==> src/hdl/pdcpa_pkg.sv <==
package pdcpa_pkg;
  // clock and timing
  localparam int CLK_KHZ = 125000;
  localparam int CLASS_EVENT_US = 12000;
  localparam int MARK_PAUSE_US = 10000;
  localparam int CLASS_EVENT_CYC = CLASS_EVENT_US * CLK_KHZ / 1000;
  localparam int MARK_PAUSE_CYC = MARK_PAUSE_US * CLK_KHZ / 1000;
  localparam int TMR_W = 21;
  // synchroniser settle before the configuration latch
  localparam logic [1:0] CFG_SETTLE = 2'h2;

  // power level setting, latched on the third clock after reset release
  typedef enum logic [2:0] {
    PM_TYPE1 = 3'h0, PM_TYPE2 = 3'h1, PM_W38 = 3'h2, PM_W52 = 3'h3,
    PM_W70 = 3'h4, PM_W90 = 3'h5, PM_ULTRA = 3'h6
  } pdcpa_mode_t;

  // detection outcomes from the measurement front end
  localparam logic [2:0] DET_UNKNOWN = 3'h0;
  localparam logic [2:0] DET_SHORT = 3'h1;
  localparam logic [2:0] DET_EXCESS_CAP = 3'h2;
  localparam logic [2:0] DET_SIG_LOW = 3'h3;
  localparam logic [2:0] DET_GOOD = 3'h4;
  localparam logic [2:0] DET_SIG_HIGH = 3'h5;
  localparam logic [2:0] DET_OPEN = 3'h6;
  localparam logic [2:0] DET_VOLT_OUT = 3'h7;

  // class measurement codes, 0 to 4 are classes
  localparam logic [2:0] CLS_4 = 3'h4;
  localparam logic [2:0] CLS_OVER = 3'h5;

  // allocation levels
  typedef enum logic [3:0] {
    LVL_NONE = 4'h0, LVL_3W = 4'h1, LVL_7W = 4'h2, LVL_13W = 4'h3, LVL_25W = 4'h4,
    LVL_38W = 4'h5, LVL_52W = 4'h6, LVL_70W = 4'h7, LVL_90W = 4'h8, LVL_MAX = 4'h9,
    LVL_DUAL = 4'ha
  } pdcpa_level_t;

  // cutoff and limit thresholds in mA, indexed by level
  localparam logic [11:0] CUT_MA [0:10] = '{12'h000, 12'h070, 12'h0ce, 12'h177, 12'h27e,
    12'h397, 12'h546, 12'h672, 12'h915, 12'h000, 12'h546};
  localparam logic [11:0] LIM_MA [0:10] = '{12'h000, 12'h1a9, 12'h1a9, 12'h1a9, 12'h352,
    12'h4fb, 12'h5d0, 12'h779, 12'h9f6, 12'hb86, 12'h5d0};
endpackage : pdcpa_pkg

==> src/hdl/pdcpa_alloc_if.sv <==
`timescale 1ns/100ps
interface pdcpa_alloc_if;
  pdcpa_pkg::pdcpa_mode_t mode;
  logic dual;
  pdcpa_pkg::pdcpa_level_t req;
  logic grant;
  pdcpa_pkg::pdcpa_level_t level;
  logic [11:0] cut;
  logic [11:0] lim;
  modport dec (output mode, output dual, output req,
    input grant, input level, input cut, input lim);
  modport alloc (input mode, input dual, input req,
    output grant, output level, output cut, output lim);
endinterface : pdcpa_alloc_if

==> src/hdl/pdcpa_alloc.sv <==
`timescale 1ns/100ps
module pdcpa_alloc (
  pdcpa_alloc_if.alloc a
);
  pdcpa_pkg::pdcpa_level_t cap;

  // ceiling of the selected power setting
  always_comb begin
    case (a.mode)
      pdcpa_pkg::PM_TYPE1: cap = pdcpa_pkg::LVL_13W;
      pdcpa_pkg::PM_TYPE2: cap = pdcpa_pkg::LVL_25W;
      pdcpa_pkg::PM_W38: cap = pdcpa_pkg::LVL_38W;
      pdcpa_pkg::PM_W52: cap = pdcpa_pkg::LVL_52W;
      pdcpa_pkg::PM_W70: cap = pdcpa_pkg::LVL_70W;
      pdcpa_pkg::PM_W90: cap = pdcpa_pkg::LVL_90W;
      default: cap = pdcpa_pkg::LVL_MAX;
    endcase
  end

  // compare requested level with the ceiling
  always_comb begin
    a.grant = (a.req != pdcpa_pkg::LVL_NONE) || a.dual;
    a.level = a.req;
    if (a.mode == pdcpa_pkg::PM_ULTRA) begin
      a.level = pdcpa_pkg::LVL_MAX;
    end else if (a.dual) begin
      a.level = pdcpa_pkg::LVL_DUAL;
    end else if (a.mode == pdcpa_pkg::PM_TYPE1 || a.mode == pdcpa_pkg::PM_TYPE2) begin
      if (a.req > cap) begin
        a.level = cap;
      end
    end else if (a.req > cap) begin
      a.grant = 1'b0;
      a.level = pdcpa_pkg::LVL_NONE;
    end
    a.cut = pdcpa_pkg::CUT_MA[a.level];
    a.lim = pdcpa_pkg::LIM_MA[a.level];
  end
endmodule : pdcpa_alloc

==> src/hdl/pdcpa_top.sv <==
`timescale 1ns/100ps
module pdcpa_top #(
  parameter int CLASS_CYC = pdcpa_pkg::CLASS_EVENT_CYC,
  parameter int MARK_CYC = pdcpa_pkg::MARK_PAUSE_CYC
) (
  input wire logic ref_clk,
  input wire logic resetn,
  input wire logic [2:0] power_level_select,
  input wire logic legacy_enable,
  input wire logic midspan_enable,
  input wire logic twin_signature_enable,
  input wire logic detect_done,
  input wire logic [2:0] detect_result,
  input wire logic [2:0] class_code,
  input wire logic power_release,
  output logic config_ready,
  output logic midspan_mode,
  output logic classification_voltage_window,
  output logic mark_voltage_on,
  output logic power_grant,
  output logic power_deny,
  output logic detect_restart,
  output logic dual_signature_active,
  output logic [3:0] alloc_level,
  output logic [11:0] cutoff_threshold,
  output logic [11:0] limit_threshold
);
  typedef enum logic [2:0] {
    S_IDLE = 3'h0, S_CLASS = 3'h1, S_MARK = 3'h2, S_DECIDE = 3'h3, S_POWER = 3'h4
  } pdcpa_fsm_t;

  typedef struct packed {
    logic [5:0] sync1;
    logic [5:0] sync2;
    logic [1:0] settle;
    logic cfg_ready;
    pdcpa_pkg::pdcpa_mode_t mode;
    logic legacy;
    logic mid;
    logic twin;
    pdcpa_fsm_t fsm;
    logic [pdcpa_pkg::TMR_W-1:0] tmr;
    logic [1:0] evt;
    logic twin_path;
    logic [2:0] c1;
    pdcpa_pkg::pdcpa_level_t req;
    logic dual;
    logic cv;
    logic mark;
    logic grant;
    logic deny;
    logic restart;
    pdcpa_pkg::pdcpa_level_t lvl;
    logic [11:0] cut;
    logic [11:0] lim;
  } pdcpa_top_state_t;

  pdcpa_top_state_t st;
  pdcpa_top_state_t next_st;
  pdcpa_alloc_if ai ();
  logic det_ok;

  pdcpa_alloc u_alloc (.a(ai));

  // decision inputs to the allocator
  assign ai.mode = st.mode;
  assign ai.dual = st.dual;
  assign ai.req = st.req;

  // detection acceptance
  always_comb begin
    det_ok = (detect_result == pdcpa_pkg::DET_GOOD);
    if (st.legacy && (detect_result == pdcpa_pkg::DET_EXCESS_CAP ||
        detect_result == pdcpa_pkg::DET_SIG_LOW || detect_result == pdcpa_pkg::DET_SIG_HIGH)) begin
      det_ok = 1'b1;
    end
    if (st.twin && detect_result == pdcpa_pkg::DET_SIG_LOW) begin
      det_ok = 1'b1;
    end
  end

  // next state
  always_comb begin
    logic bad;
    logic more;
    pdcpa_pkg::pdcpa_level_t lv;
    bad = 1'b0;
    more = 1'b0;
    lv = pdcpa_pkg::LVL_NONE;
    next_st = st;
    next_st.sync1 = {power_level_select, legacy_enable, midspan_enable, twin_signature_enable};
    next_st.sync2 = st.sync1;
    next_st.deny = 1'b0;
    next_st.restart = 1'b0;
    if (!st.cfg_ready) begin
      if (st.settle == pdcpa_pkg::CFG_SETTLE) begin
        next_st.cfg_ready = 1'b1;
        next_st.mode = (st.sync2[5:3] == 3'h7) ? pdcpa_pkg::PM_TYPE1
          : pdcpa_pkg::pdcpa_mode_t'(st.sync2[5:3]);
        next_st.legacy = st.sync2[2];
        next_st.mid = st.sync2[1];
        next_st.twin = st.sync2[0];
      end else begin
        next_st.settle = st.settle + 2'h1;
      end
    end
    case (st.fsm)
      S_IDLE: begin
        if (st.cfg_ready && detect_done) begin
          if (det_ok) begin
            next_st.cv = 1'b1;
            next_st.tmr = pdcpa_pkg::TMR_W'(CLASS_CYC - 1);
            next_st.evt = 2'h0;
            next_st.twin_path = st.twin && detect_result == pdcpa_pkg::DET_SIG_LOW;
            next_st.dual = 1'b0;
            next_st.fsm = S_CLASS;
          end else begin
            next_st.restart = 1'b1;
          end
        end
      end
      S_CLASS: begin
        if (st.tmr != '0) begin
          next_st.tmr = st.tmr - 1'b1;
        end else begin
          next_st.cv = 1'b0;
          case (st.evt)
            2'h0: begin
              if (class_code < pdcpa_pkg::CLS_4) begin
                case (class_code)
                  3'h1: lv = pdcpa_pkg::LVL_3W;
                  3'h2: lv = pdcpa_pkg::LVL_7W;
                  default: lv = pdcpa_pkg::LVL_13W;
                endcase
                if (st.legacy) begin
                  lv = pdcpa_pkg::LVL_13W;
                end
              end else if (class_code == pdcpa_pkg::CLS_4) begin
                // single event only at Type 1
                if (st.mode == pdcpa_pkg::PM_TYPE1) begin
                  lv = pdcpa_pkg::LVL_25W;
                end else begin
                  more = 1'b1;
                end
              end else if (class_code == pdcpa_pkg::CLS_OVER && st.twin_path &&
                  st.mode != pdcpa_pkg::PM_TYPE1) begin
                more = 1'b1;
              end else begin
                bad = 1'b1;
              end
            end
            2'h1: begin
              if (st.c1 == pdcpa_pkg::CLS_OVER) begin
                bad = (class_code != pdcpa_pkg::CLS_OVER);
                next_st.dual = !bad;
              end else if (class_code == pdcpa_pkg::CLS_4) begin
                if (st.mode >= pdcpa_pkg::PM_W38) begin
                  more = 1'b1;
                end else begin
                  lv = pdcpa_pkg::LVL_25W;
                end
              end else begin
                // class 4 then any code other than class 4 is invalid
                bad = 1'b1;
              end
            end
            default: begin
              case (class_code)
                3'h0: lv = pdcpa_pkg::LVL_38W;
                3'h1: lv = pdcpa_pkg::LVL_52W;
                3'h2: lv = pdcpa_pkg::LVL_70W;
                3'h3: lv = pdcpa_pkg::LVL_90W;
                3'h4: lv = pdcpa_pkg::LVL_25W;
                default: bad = 1'b1;
              endcase
            end
          endcase
          if (st.evt == 2'h0) begin
            next_st.c1 = class_code;
          end
          if (bad) begin
            next_st.deny = 1'b1;
            next_st.restart = 1'b1;
            next_st.fsm = S_IDLE;
          end else if (more) begin
            next_st.mark = 1'b1;
            next_st.tmr = pdcpa_pkg::TMR_W'(MARK_CYC - 1);
            next_st.fsm = S_MARK;
          end else begin
            next_st.req = lv;
            next_st.fsm = S_DECIDE;
          end
        end
      end
      S_MARK: begin
        if (st.tmr != '0) begin
          next_st.tmr = st.tmr - 1'b1;
        end else begin
          next_st.mark = 1'b0;
          next_st.cv = 1'b1;
          next_st.tmr = pdcpa_pkg::TMR_W'(CLASS_CYC - 1);
          next_st.evt = st.evt + 2'h1;
          next_st.fsm = S_CLASS;
        end
      end
      S_DECIDE: begin
        if (ai.grant) begin
          next_st.grant = 1'b1;
          next_st.lvl = ai.level;
          next_st.cut = ai.cut;
          next_st.lim = ai.lim;
          next_st.fsm = S_POWER;
        end else begin
          next_st.deny = 1'b1;
          next_st.restart = 1'b1;
          next_st.dual = 1'b0;
          next_st.fsm = S_IDLE;
        end
      end
      S_POWER: begin
        if (power_release) begin
          next_st.grant = 1'b0;
          next_st.dual = 1'b0;
          next_st.lvl = pdcpa_pkg::LVL_NONE;
          next_st.cut = '0;
          next_st.lim = '0;
          next_st.fsm = S_IDLE;
        end
      end
      default: next_st.fsm = S_IDLE;
    endcase
  end

  // state register
  always_ff @(posedge ref_clk) begin
    if (!resetn) begin
      st <= '0;
    end else begin
      st <= next_st;
    end
  end

  // outputs straight from state
  assign config_ready = st.cfg_ready;
  assign midspan_mode = st.mid;
  assign classification_voltage_window = st.cv;
  assign mark_voltage_on = st.mark;
  assign power_grant = st.grant;
  assign power_deny = st.deny;
  assign detect_restart = st.restart;
  assign dual_signature_active = st.dual && st.grant;
  assign alloc_level = st.lvl;
  assign cutoff_threshold = st.cut;
  assign limit_threshold = st.lim;
endmodule : pdcpa_top

==> config.mk <==
export PLATFORM = sky130hd
export DESIGN_NAME = pdcpa_top
export DESIGN_NICKNAME = d
export VERILOG_FILES = /design/src/hdl/pdcpa_pkg.sv /design/src/hdl/pdcpa_alloc_if.sv /design/src/hdl/pdcpa_alloc.sv /design/src/hdl/pdcpa_top.sv
export SDC_FILE = /design/constraint.sdc
export NUM_CORES = 1
export LEC_CHECK = 0
export ABC_AREA = 0
export BUFFER_PORTS_ARGS = -buffer_cell sky130_fd_sc_hd__buf_2
export CAP_MARGIN = 20
export CORE_UTILIZATION = 53
export DETAILED_ROUTE_END_ITERATION = 16
export GPL_TIMING_DRIVEN = 0
export HOLD_SLACK_MARGIN = 0.1
export PLACE_DENSITY = 0.88
export SETUP_SLACK_MARGIN = 0.2
export SLEW_MARGIN = 0
export SYNTH_ARGS = -nofsm -noshare
export SYNTH_HDL_FRONTEND = slang
export SYNTH_SLANG_ARGS = --single-unit
==> constraint.sdc <==
create_clock -name ref_clk -period 3 [get_ports ref_clk]
set_input_delay 0.3 -clock ref_clk [delete_from_list [all_inputs] [get_ports ref_clk]]
set_output_delay 0.3 -clock ref_clk [all_outputs]
set_load 0.03 [all_outputs]
Yosys cells after proc, flatten, opt, wreduce, memory -nomap -nowiden
Memories as Yosys holds them, arrays and structs flattened.
Cells that the tools add are included.
- register bits after elaboration: 89
- memories kept: 2
- memory bits (read-only): 384
- bits in writable memories: 0
- latch bits: 0
- memory list (memory ; depth ; width ; read ports ; clocked after memory_dff ; write ports ; line ; text):
    (name not given) ; 16 ; 12 ; 1 ; 0 ; 0 ; pdcpa_alloc.sv:37 ; a.lim = pdcpa_pkg::LIM_MA[a.level];
    (name not given) ; 16 ; 12 ; 1 ; 0 ; 0 ; pdcpa_alloc.sv:36 ; a.cut = pdcpa_pkg::CUT_MA[a.level];
- equal/unequal tests: 37
- divide/modulo/power cells: 0
- multiplexer cells: 89
- reduce and logical (&&, ||, !) cells: 36
- add/sub/neg operators: 3
- $lt $le $gt $ge: 4
- multiply operators: 0
- bitwise logic cells: 6
- shift-type cells: 0
- operator list (kind ; number):
    two-way mux 21 bit ; 4
    case mux 21 bit (3 select lines) ; 1
    two-way mux 28 bit ; 2
    case mux 28 bit (2 select lines) ; 1
    two-way mux 27 bit ; 2
    two-way mux 12 bit ; 4
    two-way mux 1 bit ; 33
    two-way mux 3 bit ; 11
    == test 3 bit, second input constant ; 10
    two-way mux 4 bit ; 7
    == test 3 x 2 -> 1 bit, second input constant ; 8
    case mux 4 bit (6 select lines) ; 1
    nonzero test 21 bit ; 1
    subtractor 21 x 1 -> 21 bit, second input constant ; 1
    != test 2 bit, second input constant ; 10
    case mux 4 bit (5 select lines) ; 1
    AND reduction 5 bit ; 4
    two-way mux 2 bit ; 8
    case mux 3 bit (5 select lines) ; 1
    two-way mux 7 bit ; 2
    case mux 1 bit (2 select lines) ; 5
    == test 3 x 1 -> 1 bit, second input constant ; 3
    logical NOT 3 bit ; 3
    != test 3 bit, second input constant ; 3
    26 further kinds ; 49

Logic depth before layout (Yosys ltp)
- word-level depth: 13
- gate-level depth with buffers: 13
- gate-level depth less buffers: 12

Hierarchy
From an unflattened synthesis, not the netlist that was laid out.
- cells, all modules: 593
- area total of the unflattened synthesis: 5112.4 µm²
- by module, submodules not included (module ; cells an instance ; instances ; area an instance (µm²) ; seq. area each (µm²)):
    pdcpa_top ; 492 ; 1 ; 4370.4 ; 1781.7
    pdcpa_alloc ; 101 ; 1 ; 742.0 ; 0.0

Worst setup path after synthesis
Ideal clock, no wire load.
- kind: register to register
- from: register st (netlist bit ai.mode[0])
- to: register st (netlist bit limit_threshold[5])
- library setup time: 0.120 ns
- stages on the path, launching flop included: 12
- setup slack: -0.197 ns
- clock period less this slack: 3.197 ns
- required time: 2.880 ns
- buffers on the path: 2
- arrival: 3.077 ns
- path through: dfxtp_1 > clkbuf_1 > or3_1 > nand2_1 > ha_1 > and4_1 > a31o_2 > clkbuf_1 > o31ai_1 > nor2_1 > and3_1 > a211o_1
- longest elaborated chain between the ends: 13
- RTL lines (element ; line ; text):
    start: declaration ; pdcpa_top.sv:58 ; pdcpa_top_state_t st;
    start signal: assignment ; pdcpa_top.sv:239 ; st <= next_st;
    == test 3 bit, or another cell as far along ; pdcpa_alloc.sv:9 ; case (a.mode)
    case mux 4 bit (6 select lines) ; pdcpa_alloc.sv:9 ;
    > comparator 4 bit ; pdcpa_alloc.sv:29, pdcpa_alloc.sv:32 ;
    two-way mux 4 bit, on equally long branches ; pdcpa_alloc.sv:32, pdcpa_alloc.sv:29 ;
    two-way mux 4 bit ; pdcpa_alloc.sv:28 ; end else if (a.mode == pdcpa_pkg::PM_TYPE1 || a.mode == pdcpa_pkg::PM_TYPE2) begin
    two-way mux 4 bit ; pdcpa_alloc.sv:26 ; end else if (a.dual) begin
    two-way mux 4 bit ; pdcpa_alloc.sv:24 ; if (a.mode == pdcpa_pkg::PM_ULTRA) begin
    inverter 4 -> 5 bit (not written as such) ; pdcpa_alloc.sv:37 ;
    memory read (16 x 12 bit) ; n/a ;
    two-way mux 12 bit (not written as such) (2 in a row) ; pdcpa_alloc.sv:37 ;
    two-way mux 28 bit ; pdcpa_top.sv:207 ; if (ai.grant) begin
    case mux 28 bit (2 select lines) ; pdcpa_top.sv:107 ; case (st.fsm)
Several ways; a longest one is shown, not always the timed one. The select of a mux whose other input is x is not followed.
A chain may end at the register's enable or synchronous reset.

Final worst setup path
- from: register st (netlist bit ai.mode[0])
- to: register st (netlist bit cutoff_threshold[2])
- longest elaborated chain between the ends: 13
- RTL lines (element ; line):
    == test 3 bit, or another cell as far along ; pdcpa_alloc.sv:9
    case mux 4 bit (6 select lines) ; pdcpa_alloc.sv:9
    > comparator 4 bit ; pdcpa_alloc.sv:29, pdcpa_alloc.sv:32
    two-way mux 4 bit, on equally long branches ; pdcpa_alloc.sv:32, pdcpa_alloc.sv:29
    two-way mux 4 bit ; pdcpa_alloc.sv:28
    two-way mux 4 bit ; pdcpa_alloc.sv:26
    two-way mux 4 bit ; pdcpa_alloc.sv:24
    inverter 4 -> 5 bit (not written as such) ; pdcpa_alloc.sv:36
    memory read (16 x 12 bit) ; n/a
    two-way mux 12 bit (not written as such) (2 in a row) ; pdcpa_alloc.sv:36
    two-way mux 28 bit ; pdcpa_top.sv:207
    case mux 28 bit (2 select lines) ; pdcpa_top.sv:107
Several ways; a longest one is shown, not always the timed one. The select of a mux whose other input is x is not followed.

==> metrics.md <==
| Metric | Value |
|---|---|
| Worst clock skew | 15.89 ps |
| First-pass GRT wire length | 20830 um |
| Remaining max-slew budget at the tightest pin | 49.07% |
| Switch share | 32.97% |
| Setup Crit Path Kind | flip-flop to flip-flop |
| Library cell used as clock root buffer | sky130_fd_sc_hd__clkbuf_8 |
| Worst-path clk slew | 100 ps |
| Later-pin clock latency in the skew report | 380 ps |
| Number of hold violations in the final report | 0 |
| Post-synthesis instance area | 0.004776 mm^2 |
| Final min period | 2931 ps |
| Number of antenna violations at the first check in global routing | 0 |
| Routed vias | around 5000 |
| Post-synth EDFFs | 0 |
| Total CTS buffers | 9 |
| Total congestion overflow after global routing | 0 |
| Leak pwr | 2.524 nW |
| Maximum vdd ir drop | 0.3114 mV |
| Final nets | approximately 710 |
| Syn_area_per_cell | 8.206 um^2 |
| Worst stage delay on the critical path | slightly above 400 ps |
| Max H-tree Level | 3 |
| CTS Sinks | 86 |
| Row cnt | 34 |
| Yosys warns | 0 |
| Critical path fanouts, max | 10 |
| Worst Path Arrival | 3210 ps |
| Final antenna-violating net count | 0 |
| Largest net degree at the start of global routing | 19 |
| CP Data Required Time | 3270 ps |
| Worst Hold Margin | roughly 120 ps |
| TritonCTS clock tree | yes |
| Slack of the worst reg-to-reg path | 70 ps |
| RePlAce Congestion | just over 0.9 |
| Max-cap viol count | 0 |
| Internal cell power | 1.735 mW |
| Clock Power Share | 32.0% |
| Sw power | 853.2 uW |
| Number of buffers and inverters on the critical path | 3 |
| Iteration count of the initial detailed-routing pass | 7 |
| Power share of the combinational group | 21.6% |
| Startpoint type of the worst setup path | flip-flop |
| Result of the run | complete, no violations |
| Via count of the first global-routing pass | 4405 |
| Global-route usage over all layers | 26.85% |
| Starting density of the core | 54.76% |
| Number of cells produced by synthesis | 582 |
| Power density over the cells | 421.5 mW/mm^2 |
| Wirelength, routed | about 14000 um |
| Overall die width | 96.93 um |
| Class of the worst hold path | primary input to flip-flop |
| Crit share post-route | a little over nine tenths |
| Part of the total power dissipated in sequential elements | 46.4% |
| Slowest stage cell, crit path | sky130_fd_sc_hd__or3_4 |
| Net count after synthesis | between 600 and 700 |
| Largest buffer count on any clock path | 2 |
| Boundary pin count | 52 |
| Share of synthesized flip-flops with an asynchronous set or reset | 0% |
| Distinct cell type count after synthesis | 73 |
| Starting DRC count in detailed routing | 444 |
| Max Clock Freq | 341.1 MHz |
| Vias per Instance | 6.248 |
| Crit path capture type | flip-flop |
| Detailed Place HPWL | 8798 um |
| Placeable Area | 0.008721 mm^2 |
| Fraction of the yosys area taken by sequential cells | 36.05% |
| Vert. Die Dim | about 97 um |
| Hold bufs inserted after CTS | 0 |
| Critical Path, Cell by Cell | buf_8 -> or3_4 -> nand2_4 -> ha_4 -> nand4b_1 -> a31oi_4 -> buf_4 -> o311a_4 -> buf_4 -> ha_4 -> o21ai_2 -> a31o_2 -> a32o_1 |
| Drc violations | 0 |
| Post-placement setup slack | -280.3 ps |
| Floorplan die area | 0.009394 mm^2 |
| Port Buffer Count | 48 |
| Final Slew Violations | 0 |
| Diodes inserted | 0 |
| Routed length per placed instance | ~18 um |
| Most instantiated flip-flop cell in the synthesis netlist | sky130_fd_sc_hd__dfxtp_1 |
| Top delay family on crit path | compound AO/OA/AOI/OAI gates |
| Count of state elements after synthesis | between 80 and 90 |
| Area growth syn-to-layout | 28.56% |
| Final-report setup violation count | 0 |
| Power, Total | 2.588 mW |
| Slew at the pin with the worst max-slew slack | approximately 760 ps |
| Fraction of final layout cells with drive strength greater than 1 | approximately a third |
| Unrepaired setup endpoints after global routing | true |
| Setup slack of the critical path after layout | about 69 ps |
[per-stage QoR]
stage / TNS [ps] / util (%) / std cells / cell area, um^2
4_1_cts: 0 / 64.59 / 768 / 5633
3_5_place_dp: -3747 / 59.86 / 738 / 5220
6_report: 0 / 70.40 / 794 / 6140
5_1_grt: -62.76 / 70.40 / 794 / 6140
2_1_floorplan: 0 / - / 582 / 4845
3_3_place_gp: -1487 / 59.86 / 738 / 5220
[cell usage after synthesis, types with 4 or more instances]
| cell | n | share of area, % |
|---|---|---|
| sky130_fd_sc_hd__nand3_1 | 14 | 1.5 |
| sky130_fd_sc_hd__a31oi_1 | 9 | 1.2 |
| sky130_fd_sc_hd__dfxtp_1 | 86 | 36 |
| sky130_fd_sc_hd__nand2b_1 | 9 | 1.2 |
| sky130_fd_sc_hd__a21oi_1 | 48 | 5.0 |
| sky130_fd_sc_hd__a311oi_1 | 4 | 0.73 |
| sky130_fd_sc_hd__nand2_1 | 68 | 5.3 |
| sky130_fd_sc_hd__ha_1 | 16 | 4.2 |
| sky130_fd_sc_hd__nor2_1 | 46 | 3.6 |
| sky130_fd_sc_hd__o21a_1 | 4 | 0.63 |
| sky130_fd_sc_hd__o21ai_0 | 35 | 3.7 |
| sky130_fd_sc_hd__o31ai_1 | 4 | 0.63 |
| sky130_fd_sc_hd__nor3_1 | 17 | 1.8 |
| sky130_fd_sc_hd__a32oi_1 | 4 | 0.73 |
| sky130_fd_sc_hd__mux2i_1 | 10 | 2.1 |
| sky130_fd_sc_hd__a31o_2 | 6 | 1.1 |
| sky130_fd_sc_hd__o221a_2 | 4 | 0.94 |
| sky130_fd_sc_hd__buf_4 | 31 | 4.9 |
| sky130_fd_sc_hd__and2_1 | 18 | 2.4 |
| sky130_fd_sc_hd__inv_1 | 13 | 1.0 |
| sky130_fd_sc_hd__clkbuf_1 | 21 | 1.7 |
| sky130_fd_sc_hd__buf_6 | 5 | 1.2 |
| sky130_fd_sc_hd__nor4_1 | 8 | 1.0 |
| sky130_fd_sc_hd__and3_1 | 9 | 1.2 |
| sky130_fd_sc_hd__o211ai_1 | 4 | 0.63 |
| sky130_fd_sc_hd__o311ai_0 | 4 | 0.73 |
| sky130_fd_sc_hd__nor2b_1 | 4 | 0.52 |
| sky130_fd_sc_hd__a211oi_1 | 9 | 1.4 |
[final timing paths]
kind | to | start | cells past startpoint
worst max-delay path | cutoff_threshold[2] | ai.mode[0] | 13
worst min-delay path | next_st[78] | midspan_enable | 2
worst max register to register | cutoff_threshold[2] | ai.mode[0] | 13
worst min register to register | st[77] | next_st[77] | 1
[cells by family (layout without fill, tap and decap cells)]
logic type                 count (synthesis)  count (layout)  share of synthesized area [%]
adders and majority gates                 17              17                          4.401
muxes                                     11              11                          2.332
buffers and inverters                     74             178                          9.169
xor gates and xnor gates                   4               4                         0.7337
and+or+nand+nor                          229             229                          25.02
DFF                                       86              86                          36.05
AOI/OAI and AO/OA                        161             161                          22.29
[power groups by stage]
stage / Clock, mW / Combinational (mW) / Sequential [mW]
floorplan: 0 / 0.315 / 1.23
global placement: 0 / 0.413 / 1.23
detailed placement: 0 / 0.429 / 1.23
CTS: 0.829 / 0.465 / 1.20
global route: 0.882 / 0.596 / 1.21
finish: 0.828 / 0.558 / 1.20
[flip-flops by register name, indices dropped and copies added, names as in the netlist]
signal,cells
st,40
power_grant,1
ai.dual,1
alloc_level,4
cutoff_threshold,12
ai.mode,3
detect_restart,1
midspan_mode,1
config_ready,1
power_deny,1
ai.req,4
classification_voltage_window,1
mark_voltage_on,1
limit_threshold,9
next_st,6
[metal layers]
metal  routed length [um]  up-vias  GRT usage [%]
met4                  612        0          12.28
met5                    0        -              0
li1                     -     2276              -
met3                 1174       68          4.624
met1                 5482     2310          34.37
met2                 6645      307          44.10
[timing repair]
action / 4_1_cts / 5_1_grt
pin swaps: 10 / 24
gates cloned: 1 / 5
setup endpoints to repair: 56 / 50
resized for setup: 39 / 72
setup buffers: 13 / 21
[worst register-to-register path: stages, from the launching register on]
cell and delay [ps]:
sky130_fd_sc_hd__dfxtp_2 340, sky130_fd_sc_hd__buf_8 120, sky130_fd_sc_hd__or3_4 410, sky130_fd_sc_hd__nand2_4 90, sky130_fd_sc_hd__ha_4 140, sky130_fd_sc_hd__nand4b_1 180
sky130_fd_sc_hd__a31oi_4 310, sky130_fd_sc_hd__buf_4 160, sky130_fd_sc_hd__o311a_4 260, sky130_fd_sc_hd__buf_4 160, sky130_fd_sc_hd__ha_4 140, sky130_fd_sc_hd__o21ai_2 60
sky130_fd_sc_hd__a31o_2 220, sky130_fd_sc_hd__a32o_1 250
[area by class of cell]
cell class	instances	area (um^2)
buffer	61	465.4
clock buffer	9	123.9
clock inverter	7	73.82
fill	656	2581
inverter	13	53.80
multi-input combinational	422	2942
sequential	86	1728
tap	108	135.1
timing repair buffer	88	618.1
[placed cells by master (no fill, tap or decap), drive strengths merged, types with 3 or more instances in the layout]
cell type / synthesis / layout
buf: 38 / 127
dfxtp: 86 / 86
nand2: 69 / 69
a21oi: 48 / 48
nor2: 47 / 47
o21ai: 36 / 36
clkbuf: 23 / 31
and2: 18 / 18
nor3: 18 / 18
inv: 13 / 17
ha: 16 / 16
nand3: 14 / 14
mux2i: 10 / 10
nand2b: 9 / 9
and3: 9 / 9
a31oi: 9 / 9
nor4: 9 / 9
a211oi: 9 / 9
a31o: 6 / 6
or4: 6 / 6
o21a: 5 / 5
or3: 5 / 5
a311oi: 5 / 5
a32oi: 4 / 4
o211ai: 4 / 4
o221a: 4 / 4
nor2b: 4 / 4
o31ai: 4 / 4
o311ai: 4 / 4
nand3b: 3 / 3
nor3b: 3 / 3
and3b: 3 / 3
xnor2: 3 / 3
o22ai: 3 / 3
a22o: 3 / 3
or2: 3 / 3
or3b: 3 / 3
clkinv: 0 / 3
No activity file was read; power rests on OpenSTA's default activity.
